<file path="config.mk">
export PLATFORM = sky130hd
export DESIGN_NAME = vscf_sequencer
export DESIGN_NICKNAME = d
export VERILOG_FILES = /design/src/vscf_pkg.sv /design/src/vscf_ctl_if.sv /design/src/vscf_sequencer.sv /design/src/vscf_char_timer.sv /design/src/vscf_font_sel.sv
export SDC_FILE = /design/constraint.sdc
export NUM_CORES = 1
export LEC_CHECK = 0
export BUFFER_PORTS_ARGS = -buffer_cell sky130_fd_sc_hd__buf_2
export CORE_MARGIN = 2
export CORE_UTILIZATION = 45
export DETAILED_ROUTE_END_ITERATION = 8
export PLACE_DENSITY = 0.71
export SLEW_MARGIN = 20
export SYNTH_ARGS = -nofsm -noshare
export SYNTH_HDL_FRONTEND = slang
export SYNTH_SLANG_ARGS = --single-unit
</file>
<file path="constraint.sdc">
create_clock -name clk -period 2.1 [get_ports clk]
set_input_delay 0.21 -clock clk [delete_from_list [all_inputs] [get_ports clk]]
set_output_delay 0.21 -clock clk [all_outputs]
set_load 0.02 [all_outputs]
</file>
<file path="src/vscf_pkg.sv">
// Shared constants for the sequencer clocking and font control block
package vscf_pkg;
  // I/O port addresses
  localparam logic [15:0] IO_SEQ_INDEX = 16'h03C4;
  localparam logic [15:0] IO_SEQ_DATA = 16'h03C5;
  // Register indices behind the data port
  localparam logic [2:0] IDX_CLOCKING = 3'h1;
  localparam logic [2:0] IDX_PLANE_MASK = 3'h2;
  localparam logic [2:0] IDX_FONT_SEL = 3'h3;
  localparam logic [2:0] IDX_MEM_LAYOUT = 3'h4;
  // Reset values
  localparam logic [7:0] RST_CLOCKING = 8'h00;
  localparam logic [7:0] RST_PLANE_MASK = 8'h00;
  localparam logic [7:0] RST_FONT_SEL = 8'h00;
  localparam logic [7:0] RST_MEM_LAYOUT = 8'h00;
  localparam logic [2:0] RST_INDEX = 3'h0;
  // Writable bits; all others read as zero
  localparam logic [7:0] MASK_CLOCKING = 8'h3D;
  localparam logic [7:0] MASK_PLANE = 8'h0F;
  localparam logic [7:0] MASK_FONT = 8'h3F;
  localparam logic [7:0] MASK_MEM_LAYOUT = 8'h0E;
  // Clocking register fields
  localparam int CLK_EIGHT_DOT = 0;
  localparam int CLK_HALF_LOAD = 2;
  localparam int CLK_DOT_DIV = 3;
  localparam int CLK_QUAD_LOAD = 4;
  localparam int CLK_SCREEN_OFF = 5;
  // Font select fields
  localparam int FNT_A_LO = 0;
  localparam int FNT_B_LO = 2;
  localparam int FNT_A_HI = 4;
  localparam int FNT_B_HI = 5;
  // Memory layout fields
  localparam int MEM_EXT = 1;
  localparam int MEM_ODD_EVEN = 2;
  localparam int MEM_CHAIN4 = 3;
  // Character timing
  localparam logic [3:0] DOTS_NARROW = 4'h8;
  localparam logic [3:0] DOTS_WIDE = 4'h9;
  localparam int FONT_SLOT_SHIFT = 13;
endpackage : vscf_pkg

</file>
<file path="src/vscf_ctl_if.sv">
// Links the register bank to the timing and font submodules
`timescale 1ns/100ps
interface vscf_ctl_if;
  logic dot_div;
  logic half_load;
  logic quad_load;
  logic eight_dot;
  logic nine_dot_off;
  logic pixel_en;
  logic char_clk;
  logic shift_load;
  logic wide_char;
  logic [5:0] font_sel;
  logic ext_mem;
  logic attr_bit3;
  logic [2:0] font_a_map;
  logic [2:0] font_b_map;
  logic [15:0] glyph_base;
  logic fg_intense;
  modport regs (output dot_div, half_load, quad_load, eight_dot, nine_dot_off, font_sel,
                ext_mem, attr_bit3, input pixel_en, char_clk, shift_load, wide_char,
                font_a_map, font_b_map, glyph_base, fg_intense);
  modport timer (input dot_div, half_load, quad_load, eight_dot, nine_dot_off,
                 output pixel_en, char_clk, shift_load, wide_char);
  modport font (input font_sel, ext_mem, attr_bit3,
                output font_a_map, font_b_map, glyph_base, fg_intense);
endinterface : vscf_ctl_if

</file>
<file path="src/vscf_sequencer.sv">
// Sequencer clocking, plane write mask and font select register bank
`timescale 1ns/100ps

// What this block does
// - Quad-load bit loads shifters every fourth character
// - Half-load bit: every character or every other
// - Dot divide bit halves the pixel clock
// - Width bit picks nine or eight dots
// - Nine-dot disable forces eight-dot characters
// - Panning follows the written width bit
// - Reserved bits read back as zero
// - Mask bits enable processor writes per plane
// - Mask still gates under odd/even, chain-4
// - Differing fonts: attribute bit 3 picks font
// - Without extended memory only maps 0, 4
// - Primary map from bits 1:0 and 4
module vscf_sequencer
  import vscf_pkg::*;
(
  // Clock and reset
  input wire logic clk,
  input wire logic resetn,
  // Sequencer index and data ports
  input wire logic [15:0] io_addr,
  input wire logic io_wr,
  input wire logic io_rd,
  input wire logic [7:0] io_wdata,
  output logic [7:0] io_rdata,
  // Separate width override
  input wire logic nine_dot_disable,
  // Display timing
  output logic pixel_en,
  output logic char_clk,
  output logic shift_load,
  output logic wide_char,
  output logic screen_off,
  // Processor plane writes
  input wire logic cpu_wr,
  input wire logic [3:0] cpu_plane_sel,
  output logic [3:0] plane_wr_en,
  output logic odd_even_mode,
  output logic chain4_mode,
  // Text attribute and fonts
  input wire logic attr_bit3,
  output logic [2:0] font_a_map,
  output logic [2:0] font_b_map,
  output logic [15:0] glyph_base,
  output logic fg_intense,
  // Horizontal panning
  input wire logic [3:0] pan_value,
  output logic [3:0] pan_shift
);
  vscf_ctl_if ctl_bus ();

  // Register state
  logic [2:0] idx_q, idx_d;
  logic [7:0] clocking_q, clocking_d;
  logic [7:0] plane_mask_q, plane_mask_d;
  logic [7:0] font_q, font_d;
  logic [7:0] layout_q, layout_d;
  logic [7:0] rdata_q, rdata_d;
  logic [7:0] reg_view;
  logic idx_hit, data_hit;

  // Datapath state
  logic [3:0] plane_q, plane_d;
  logic [3:0] pan_q, pan_d;
  logic oe_q, oe_d;
  logic c4_q, c4_d;

  // Index decode for the read path; the write path decodes idx_q in its own case
  function automatic logic [7:0] read_reg(
    input logic [2:0] idx,
    input logic [7:0] clk_r,
    input logic [7:0] msk_r,
    input logic [7:0] fnt_r,
    input logic [7:0] mem_r
  );
    case (idx)
      IDX_CLOCKING: read_reg = clk_r & MASK_CLOCKING;
      IDX_PLANE_MASK: read_reg = msk_r & MASK_PLANE;
      IDX_FONT_SEL: read_reg = fnt_r & MASK_FONT;
      IDX_MEM_LAYOUT: read_reg = mem_r & MASK_MEM_LAYOUT;
      default: read_reg = 8'h00;
    endcase
  endfunction : read_reg

  // Address decode of the two I/O ports
  always_comb begin
    idx_hit = (io_addr == IO_SEQ_INDEX);
    data_hit = (io_addr == IO_SEQ_DATA);
    reg_view = read_reg(idx_q, clocking_q, plane_mask_q, font_q, layout_q);
  end

  // Register writes and read data
  always_comb begin
    idx_d = idx_q;
    clocking_d = clocking_q;
    plane_mask_d = plane_mask_q;
    font_d = font_q;
    layout_d = layout_q;
    rdata_d = rdata_q;
    if (io_wr && idx_hit) begin
      idx_d = io_wdata[2:0];
    end
    if (io_wr && data_hit) begin
      case (idx_q)
        IDX_CLOCKING: clocking_d = io_wdata & MASK_CLOCKING;
        IDX_PLANE_MASK: plane_mask_d = io_wdata & MASK_PLANE;
        IDX_FONT_SEL: font_d = io_wdata & MASK_FONT;
        IDX_MEM_LAYOUT: layout_d = io_wdata & MASK_MEM_LAYOUT;
        default: idx_d = idx_q;
      endcase
    end
    // Reads of any other address return zero rather than holding stale data
    if (io_rd) begin
      if (idx_hit) begin
        rdata_d = {5'h00, idx_q};
      end else if (data_hit) begin
        rdata_d = reg_view;
      end else begin
        rdata_d = 8'h00;
      end
    end
  end

  always_ff @(posedge clk) begin
    if (!resetn) begin
      idx_q <= RST_INDEX;
      clocking_q <= RST_CLOCKING;
      plane_mask_q <= RST_PLANE_MASK;
      font_q <= RST_FONT_SEL;
      layout_q <= RST_MEM_LAYOUT;
      rdata_q <= 8'h00;
    end else begin
      idx_q <= idx_d;
      clocking_q <= clocking_d;
      plane_mask_q <= plane_mask_d;
      font_q <= font_d;
      layout_q <= layout_d;
      rdata_q <= rdata_d;
    end
  end

  // Settings handed to the timing and font logic
  assign ctl_bus.dot_div = clocking_q[CLK_DOT_DIV];
  assign ctl_bus.half_load = clocking_q[CLK_HALF_LOAD];
  assign ctl_bus.quad_load = clocking_q[CLK_QUAD_LOAD];
  assign ctl_bus.eight_dot = clocking_q[CLK_EIGHT_DOT];
  assign ctl_bus.nine_dot_off = nine_dot_disable;
  assign ctl_bus.font_sel = font_q[5:0];
  assign ctl_bus.ext_mem = layout_q[MEM_EXT];
  assign ctl_bus.attr_bit3 = attr_bit3;

  vscf_char_timer u_timer (
    .clk(clk),
    .resetn(resetn),
    .ctl(ctl_bus)
  );

  vscf_font_sel u_font (
    .clk(clk),
    .resetn(resetn),
    .ctl(ctl_bus)
  );

  // Plane write gating and panning
  always_comb begin
    // Mask applies after addressing picks planes, whatever the addressing mode
    plane_d = cpu_wr ? (cpu_plane_sel & plane_mask_q[3:0]) : 4'h0;
    oe_d = layout_q[MEM_ODD_EVEN] & ~layout_q[MEM_CHAIN4];
    c4_d = layout_q[MEM_CHAIN4];
    // Panning uses the written width bit, not the override
    if (clocking_q[CLK_EIGHT_DOT]) begin
      pan_d = {1'b0, pan_value[2:0]};
    end else if (pan_value >= DOTS_NARROW) begin
      pan_d = 4'h0;
    end else begin
      pan_d = pan_value + 4'h1;
    end
  end

  always_ff @(posedge clk) begin
    if (!resetn) begin
      plane_q <= 4'h0;
      pan_q <= 4'h0;
      oe_q <= 1'b0;
      c4_q <= 1'b0;
    end else begin
      plane_q <= plane_d;
      pan_q <= pan_d;
      oe_q <= oe_d;
      c4_q <= c4_d;
    end
  end

  // Outputs
  assign io_rdata = rdata_q;
  assign pixel_en = ctl_bus.pixel_en;
  assign char_clk = ctl_bus.char_clk;
  assign shift_load = ctl_bus.shift_load;
  assign wide_char = ctl_bus.wide_char;
  assign screen_off = clocking_q[CLK_SCREEN_OFF];
  assign plane_wr_en = plane_q;
  assign odd_even_mode = oe_q;
  assign chain4_mode = c4_q;
  assign font_a_map = ctl_bus.font_a_map;
  assign font_b_map = ctl_bus.font_b_map;
  assign glyph_base = ctl_bus.glyph_base;
  assign fg_intense = ctl_bus.fg_intense;
  assign pan_shift = pan_q;
endmodule : vscf_sequencer

</file>
<file path="src/vscf_char_timer.sv">
// Dot clock divider, character clock and shift-load cadence
`timescale 1ns/100ps
module vscf_char_timer
  import vscf_pkg::*;
(
  // Clock and reset
  input wire logic clk,
  input wire logic resetn,
  // Settings in, timing out
  vscf_ctl_if.timer ctl
);
  logic phase_q, phase_d;
  logic pix_q, pix_d;
  logic [3:0] dot_q, dot_d;
  logic [1:0] lcnt_q, lcnt_d;
  logic chr_q, chr_d;
  logic ld_q, ld_d;
  logic div_q, div_d;
  logic half_q, half_d;
  logic quad_q, quad_d;
  logic eight_q, eight_d;
  logic wide_q, wide_d;
  logic last_dot;

  // Settings are sampled only at a character boundary so no cell is cut short
  always_comb begin
    last_dot = pix_q && (dot_q == ((eight_q ? DOTS_NARROW : DOTS_WIDE) - 4'h1));
    phase_d = div_q ? ~phase_q : 1'b0;
    pix_d = ~div_q | phase_q;
    dot_d = dot_q;
    lcnt_d = lcnt_q;
    chr_d = 1'b0;
    ld_d = 1'b0;
    div_d = div_q;
    half_d = half_q;
    quad_d = quad_q;
    eight_d = eight_q;
    wide_d = wide_q;
    if (pix_q) begin
      dot_d = dot_q + 4'h1;
    end
    if (last_dot) begin
      dot_d = 4'h0;
      chr_d = 1'b1;
      lcnt_d = lcnt_q + 2'h1;
      if (quad_q) begin
        ld_d = (lcnt_q == 2'h3);
      end else if (half_q) begin
        ld_d = lcnt_q[0];
      end else begin
        ld_d = 1'b1;
      end
      div_d = ctl.dot_div;
      half_d = ctl.half_load;
      quad_d = ctl.quad_load;
      eight_d = ctl.eight_dot | ctl.nine_dot_off;
      wide_d = ~(ctl.eight_dot | ctl.nine_dot_off);
    end
  end

  always_ff @(posedge clk) begin
    if (!resetn) begin
      phase_q <= 1'b0;
      pix_q <= 1'b0;
      dot_q <= 4'h0;
      lcnt_q <= 2'h0;
      chr_q <= 1'b0;
      ld_q <= 1'b0;
      div_q <= 1'b0;
      half_q <= 1'b0;
      quad_q <= 1'b0;
      eight_q <= 1'b0;
      // Own flop keeps the width flag glitch free; reset matches nine-dot default
      wide_q <= 1'b1;
    end else begin
      phase_q <= phase_d;
      pix_q <= pix_d;
      dot_q <= dot_d;
      lcnt_q <= lcnt_d;
      chr_q <= chr_d;
      ld_q <= ld_d;
      div_q <= div_d;
      half_q <= half_d;
      quad_q <= quad_d;
      eight_q <= eight_d;
      wide_q <= wide_d;
    end
  end

  assign ctl.pixel_en = pix_q;
  assign ctl.char_clk = chr_q;
  assign ctl.shift_load = ld_q;
  assign ctl.wide_char = wide_q;
endmodule : vscf_char_timer

</file>
<file path="src/vscf_font_sel.sv">
// Character map decode and attribute bit 3 steering
`timescale 1ns/100ps
module vscf_font_sel
  import vscf_pkg::*;
(
  // Clock and reset
  input wire logic clk,
  input wire logic resetn,
  // Font settings in, map selection out
  vscf_ctl_if.font ctl
);
  // Slot order in plane 2 is {low pair, high bit}; map number is {high bit, low pair}
  function automatic logic [2:0] map_num(input logic [1:0] lo, input logic hi);
    map_num = {hi, lo};
  endfunction : map_num

  function automatic logic [15:0] slot_base(input logic [1:0] lo, input logic hi);
    slot_base = 16'({lo, hi}) << FONT_SLOT_SHIFT;
  endfunction : slot_base

  logic [1:0] a_lo, b_lo;
  logic [2:0] a_map_q, a_map_d, b_map_q, b_map_d;
  logic [15:0] base_q, base_d;
  logic int_q, int_d;
  logic use_b;

  always_comb begin
    // Without extended memory only maps 0 and 4 remain
    a_lo = ctl.ext_mem ? ctl.font_sel[FNT_A_LO +: 2] : 2'h0;
    b_lo = ctl.ext_mem ? ctl.font_sel[FNT_B_LO +: 2] : 2'h0;
    a_map_d = map_num(a_lo, ctl.font_sel[FNT_A_HI]);
    b_map_d = map_num(b_lo, ctl.font_sel[FNT_B_HI]);
    use_b = (a_map_d != b_map_d) && ~ctl.attr_bit3;
    base_d = use_b ? slot_base(b_lo, ctl.font_sel[FNT_B_HI])
                   : slot_base(a_lo, ctl.font_sel[FNT_A_HI]);
    int_d = (a_map_d == b_map_d) && ctl.attr_bit3;
  end

  always_ff @(posedge clk) begin
    if (!resetn) begin
      a_map_q <= 3'h0;
      b_map_q <= 3'h0;
      base_q <= 16'h0000;
      int_q <= 1'b0;
    end else begin
      a_map_q <= a_map_d;
      b_map_q <= b_map_d;
      base_q <= base_d;
      int_q <= int_d;
    end
  end

  assign ctl.font_a_map = a_map_q;
  assign ctl.font_b_map = b_map_q;
  assign ctl.glyph_base = base_q;
  assign ctl.fg_intense = int_q;
endmodule : vscf_font_sel

</file>
Yosys cells after proc, flatten, opt, wreduce, memory -nomap -nowiden
Index checks and enable logic that the tools add are counted.
{"block": "word_totals", "wordCells": 82, "latch_bits": 0, "input_bits": 39, "ram_bits": 0, "rom_bits": 0, "reg_bits": 77, "output_inout_bits": 46, "memories": 0}
{"block": "op_classes", "reduce_logical": 15, "eq_ne": 11, "n_div": 0, "n_mux": 15, "n_bitwise": 10, "shifts": 0, "order_cmp": 1, "n_addsub": 4, "n_mul": 0}
{"cell": "16-bit by 10-bit == test with 1-bit output (second input constant)", "n": 2}
{"cell": "6-bit one-hot mux with 4 select lines", "n": 1}
{"cell": "16-bit two-way mux", "n": 1}
{"cell": "3-bit two-way mux", "n": 5}
{"cell": "2-bit AND reduction", "n": 7}
{"cell": "6-bit two-way mux", "n": 2}
{"cell": "4-bit by 1-bit adder with 4-bit output (second input constant)", "n": 2}
{"cell": "3-bit by 2-bit == test with 1-bit output (second input constant)", "n": 2}
{"cell": "1-bit inverter", "n": 6}
{"cell": "1-bit logical AND", "n": 5}
{"cell": "4-bit bitwise AND", "n": 1}
{"cell": "4-bit == test", "n": 1}
{"cell": "4-bit >= comparator (second input constant)", "n": 1}
{"cell": "1-bit two-way mux", "n": 4}
{"cell": "2-bit two-way mux", "n": 2}
{"cell": "4-bit OR reduction", "n": 1}
{"cell": "4-bit by 1-bit subtractor with 4-bit output (second input constant)", "n": 1}
{"cell": "3-bit by 1-bit == test with 1-bit output (second input constant)", "n": 1}
{"cell": "3-bit == test", "n": 1}
{"cell": "3-bit == test (second input constant)", "n": 1}
{"cell": "3-bit inequality test", "n": 1}
{"cell": "3-bit OR reduction", "n": 1}
{"cell": "2-bit by 1-bit adder with 2-bit output (second input constant)", "n": 1}
{"cell": "2-bit == test (second input constant)", "n": 1}
{"cell": "other kinds (4)", "n": 5}

Longest topological paths before layout
{"block": "depth", "word_depth": 5, "ltp_mapped": 7, "mapped_depth_nobuf": 4}

Cells and area by module
A second synthesis with hierarchy kept.
{"block": "unflattened", "hier_cells": 296, "hier_area_um2": 2901.5}
{"module": "vscf_sequencer", "instances": 1, "cells_per_inst": 189, "area_per_inst_um2": 1780.5, "seq_area_each_um2": 740.7}
{"module": "vscf_char_timer", "instances": 1, "cells_per_inst": 65, "area_per_inst_um2": 680.7, "seq_area_each_um2": 300.3}
{"module": "vscf_font_sel", "instances": 1, "cells_per_inst": 42, "area_per_inst_um2": 440.4, "seq_area_each_um2": 200.2}

Worst setup path after synthesis
No wires, ideal clock.
{"block": "synth_timing", "path_type": "reg-to-reg", "from": "reg u_timer.pix_q, in the netlist u_timer.ctl.pixel_en", "to": "reg u_timer.lcnt_q[0]", "path_stages_with_launch": 5, "arrival_ps": 1403, "setup_time_ps": 70, "synth_period_minus_slack_ps": 1474, "setup_slack_ps": 626, "n_path_buf": 1, "t_required_ps": 2030, "path_cell_list": "dfxtp_1 clkbuf_1 inv_1 or3_1 a21oi_1"}
{"block": "synth_between", "elab_chain_cells": 1}
{"element": "start: declaration", "line": "vscf_char_timer.sv:13", "rtl": "logic pix_q, pix_d;"}
{"element": "start signal: assignment", "line": "vscf_char_timer.sv:77", "rtl": "pix_q <= pix_d;"}
{"element": "1-bit logical AND", "line": "vscf_char_timer.sv:27", "rtl": "last_dot = pix_q && (dot_q == ((eight_q ? DOTS_NARROW : DOTS_WIDE) - 4'h1));"}
{"element": "end signal: assignment", "line": "vscf_char_timer.sv:79", "rtl": "lcnt_q <= lcnt_d;"}
{"element": "end: declaration", "line": "vscf_char_timer.sv:15", "rtl": "logic [1:0] lcnt_q, lcnt_d;"}
No other way between the ends.
A chain may end at the register's enable or synchronous reset.

Worst setup path after layout
{"block": "layout_timing", "from": "reg idx_q[1]", "to": "reg rdata_q[4], in the netlist io_rdata[4]"}
{"block": "layout_between", "elab_chain_cells": 4, "elab_cells_between_ends": 7, "cone_classes": "eq/ne (4); mux (3)"}
{"element": "start: declaration", "line": "vscf_sequencer.sv:56", "rtl": "logic [2:0] idx_q, idx_d;"}
{"element": "start signal: assignment", "line": "vscf_sequencer.sv:136", "rtl": "idx_q <= idx_d;"}
{"element": "3-bit == test, or another cell as far along", "line": "vscf_sequencer.sv:79", "rtl": "case (idx)"}
{"element": "6-bit one-hot mux with 4 select lines *", "line": "vscf_sequencer.sv:79"}
{"element": "6-bit two-way mux *", "line": "vscf_sequencer.sv:119", "rtl": "end else if (data_hit) begin"}
{"element": "6-bit two-way mux *", "line": "vscf_sequencer.sv:117", "rtl": "if (idx_hit) begin"}
{"element": "end signal: assignment", "line": "vscf_sequencer.sv:141", "rtl": "rdata_q <= rdata_d;"}
{"element": "end: declaration", "line": "vscf_sequencer.sv:61", "rtl": "logic [7:0] rdata_q, rdata_d;"}
Every way passes the cells marked *; elsewhere a longest branch is shown, timed or not.

==> metrics <==
status=finished clean; Via density=5.36; Max Cap Viol=0; Clock Sinks=62; max-slew violations=0; Crit. End Element=flop; CTS root buffer=clkbuf_8; RSZ-0062 raised after global routing=no; global route total overflow=0; Vias=2,449; DIE HEIGHT=roughly 83 um; fill count=about 570; FFs w/ async S/R, synth=0%; worst path arrival time=~2.0 ns; Post-Route WL=~6300 um; crit share post-route=82.9%; std cell rows=28; CTS buffer count=9; Initial DRC Count=around 150; Pleak=around 0.0014 uW; slowest stage cell, crit path=dfxtp_1; DRC violations left=0; Post-DP HPWL=roughly 4500 um; Distinct cells, synth=48; Initial Util=between 40% and 50%; startpoint types=flop; maximum vdd ir drop=348 uV; Synth top area share=between 40 and 50%; crit-path max cell delay=around 0.51 ns; Layout Nets=roughly 420; mapped cell area=about 0.0028 sq mm; total negative slack=0 ns; final hold vios=0; Post-synth EDFFs=0; drt pass-1 iters=4; Post-CTS Resized=0; total global-route track usage=a little under a fifth; routability congestion estimate=approximately 0.82; largest net degree at the start of global routing=21; hold-fix buffers at CTS=0; final clock skew=roughly 0.0088 ns; flops & latches, synth=62; area occupied by multi-input gates=about 0.0014 sq mm; Synth-to-Final Area Change=18.0%; Area after DPL=roughly 0.0032 sq mm; Avg Inst Size Synth=~9 sq um; wire per inst=roughly 14 um; cell with the most instances after synthesis=dfxtp_1; layout cells sized above 1=around a quarter; area leader, netlist=dfxtp_1; Post-DRT Antenna Nets=0; minimum clock period after layout=1.74 ns; CTS H-tree depth=3; Hold Crit Class=in -> reg; Post-Syn Instances=315; core area=0.00599 sq mm; CP Class=reg -> reg; CTS Buffer Depth=2; die width=around 83 um; Primary FF master, synth=dfxtp_1; num ports=between 80 and 90; CTS tree=done; IO buf count=67; Cell Chain, Critical Path=nor3b_4 > o211ai_2 > or2_1 > o41ai_2; Yosys warning total=0; Req. time, crit path=~2.3 ns; final setup margin=roughly 0.36 ns; register area share after synthesis=between 40% and 50%; max frequency=between 500 and 600 MHz; register area=about 0.0012 sq mm; Post-Place Setup Slack=between 0.3 and 0.4 ns; antenna violations before repair=0; design area=~0.0033 sq mm; Worst Max-Slew Pin Slew=around 0.64 ns; top cells by area, synth=dfxtp_1 (44%), a21oi_1 (5.8%), o21ai_0 (4.9%), nand3_1 (4.8%), buf_4 (4.5%); Clk pin slew, worst setup/hold paths=0.06 ns; Setup Fix Bufs, Post-CTS=0; clk_lat worst skew=around 0.33 ns; slew margin rel.=around 57%; Inserted Diodes=0; die area=0.00695 sq mm; CP max FO=16; vias in the first global route=around 2,300; PwrDens=between 700 and 800 mW/mm^2; Setup-failing EPs final=0; first-pass GRT wire length=about 11,000 um; synth cell count leaders=dfxtp_1 (62), a21oi_1 (33), o21ai_0 (28)
-- cells in the final DEF (no fill, tap or decap), types with 2 or more instances in the layout --
cell      Yosys  layout
o21a_1        4       4
and3_1       12      12
clkbuf_8      0      11
or3_1         3       3
nor4bb_1      2       2
nand3b_1      4       4
and4bb_2      2       2
nand2_1       9       9
and2_1        4       4
nor3_1        8       8
inv_1        10      10
dfxtp_1      62      62
nand3_1      27      27
nor2b_1       2       2
ha_1          4       4
a211oi_1      2       2
nor3b_1       2       2
o21ai_0      28      28
mux2i_1       5       5
conb_1        1      15
nand2b_1      4       4
o22ai_1       4       4
xnor2_1       5       5
nor2_1       10      10
mux2_2        5       5
a21oi_1      33      33
buf_4        17       7
nand4_1       9       9
a22oi_1       2       2
clkbuf_1     13       2
buf_2         2      67
nor4b_4       2       2
-- where the power goes --
group	internal (uW)	total [uW]	switching [uW]	leakage [uW]
Sequential	1190	1190	5.59	0.000501
Combinational	55.1	153	98.0	0.000785
Clock	601	1020	422	0.0000956
Total	1840	2370	526	0.00138
-- cells by family (layout without fill, tap and decap cells) --
logic type	count (synthesis)	after routing	synth area share [%]
compound gates	81	81	16.7
xor+xnor	6	6	1.86
fa+ha+maj	4	4	1.77
buf+inv	45	98	8.83
flops	62	62	43.8
mux	10	10	3.75
other cells	1	15	0.132
simple gates	106	106	23.2
-- critical path: cells and delay by family (launching register included) --
family	cells	cell delay, ns
AOI/OAI and AO/OA	2	0.45
DFF	1	0.51
and+or+nand+nor	2	0.69
-- metrics by stage --
step                power, uW  hold WS, ns  std cells  util (%)
finish                   2370       0.0834        457      55.8
global route             2440       0.0995        457      55.8
CTS                      2380       0.0751        457      55.8
detailed placement       1370        0.427        443      52.7
global placement         1360        0.426        443      52.7
floorplan                1320        0.287        329         -
-- state kept, by name, indices dropped and copies added (netlist names), 4 cells and up --
name and flops:
font_q 6, io_rdata 6, clocking_q 5, pan_shift 4, plane_mask_q 4, plane_wr_en 4, u_timer.dot_q 4
-- layout make-up --
class,instances,area share (%)
multi-input combinational,222,41.7
timing repair buffer,74,11.6
inverter,10,1.12
clock inverter,1,0.898
sequential,62,37.1
clock buffer,13,4.75
tap,75,2.81
-- path summary, 6_finish.rpt --
| kind | slack, ns | startpoint | cells past startpoint | to |
|---|---|---|---|---|
| max | 0.36 | idx_q[1] | 4 | io_rdata[4] |
| min | 0.08 | pan_value[3] | 2 | pan_shift[3] |
| max reg2reg | 0.36 | idx_q[1] | 4 | io_rdata[4] |
| min reg2reg | 0.44 | u_timer.div_q | 1 | u_timer.ctl.pixel_en |
-- per-layer routing --
metal	wire, um	up-vias	global-route usage, %	part of all wire [%]
met4	92	0	7.60	1.5
li1	-	1227	-	-
met3	451	9	4.57	7.1
met5	0	-	0	0
met1	2930	1114	25.6	46
met2	2850	99	29.6	45
No activity file was read; power rests on OpenSTA's default activity.
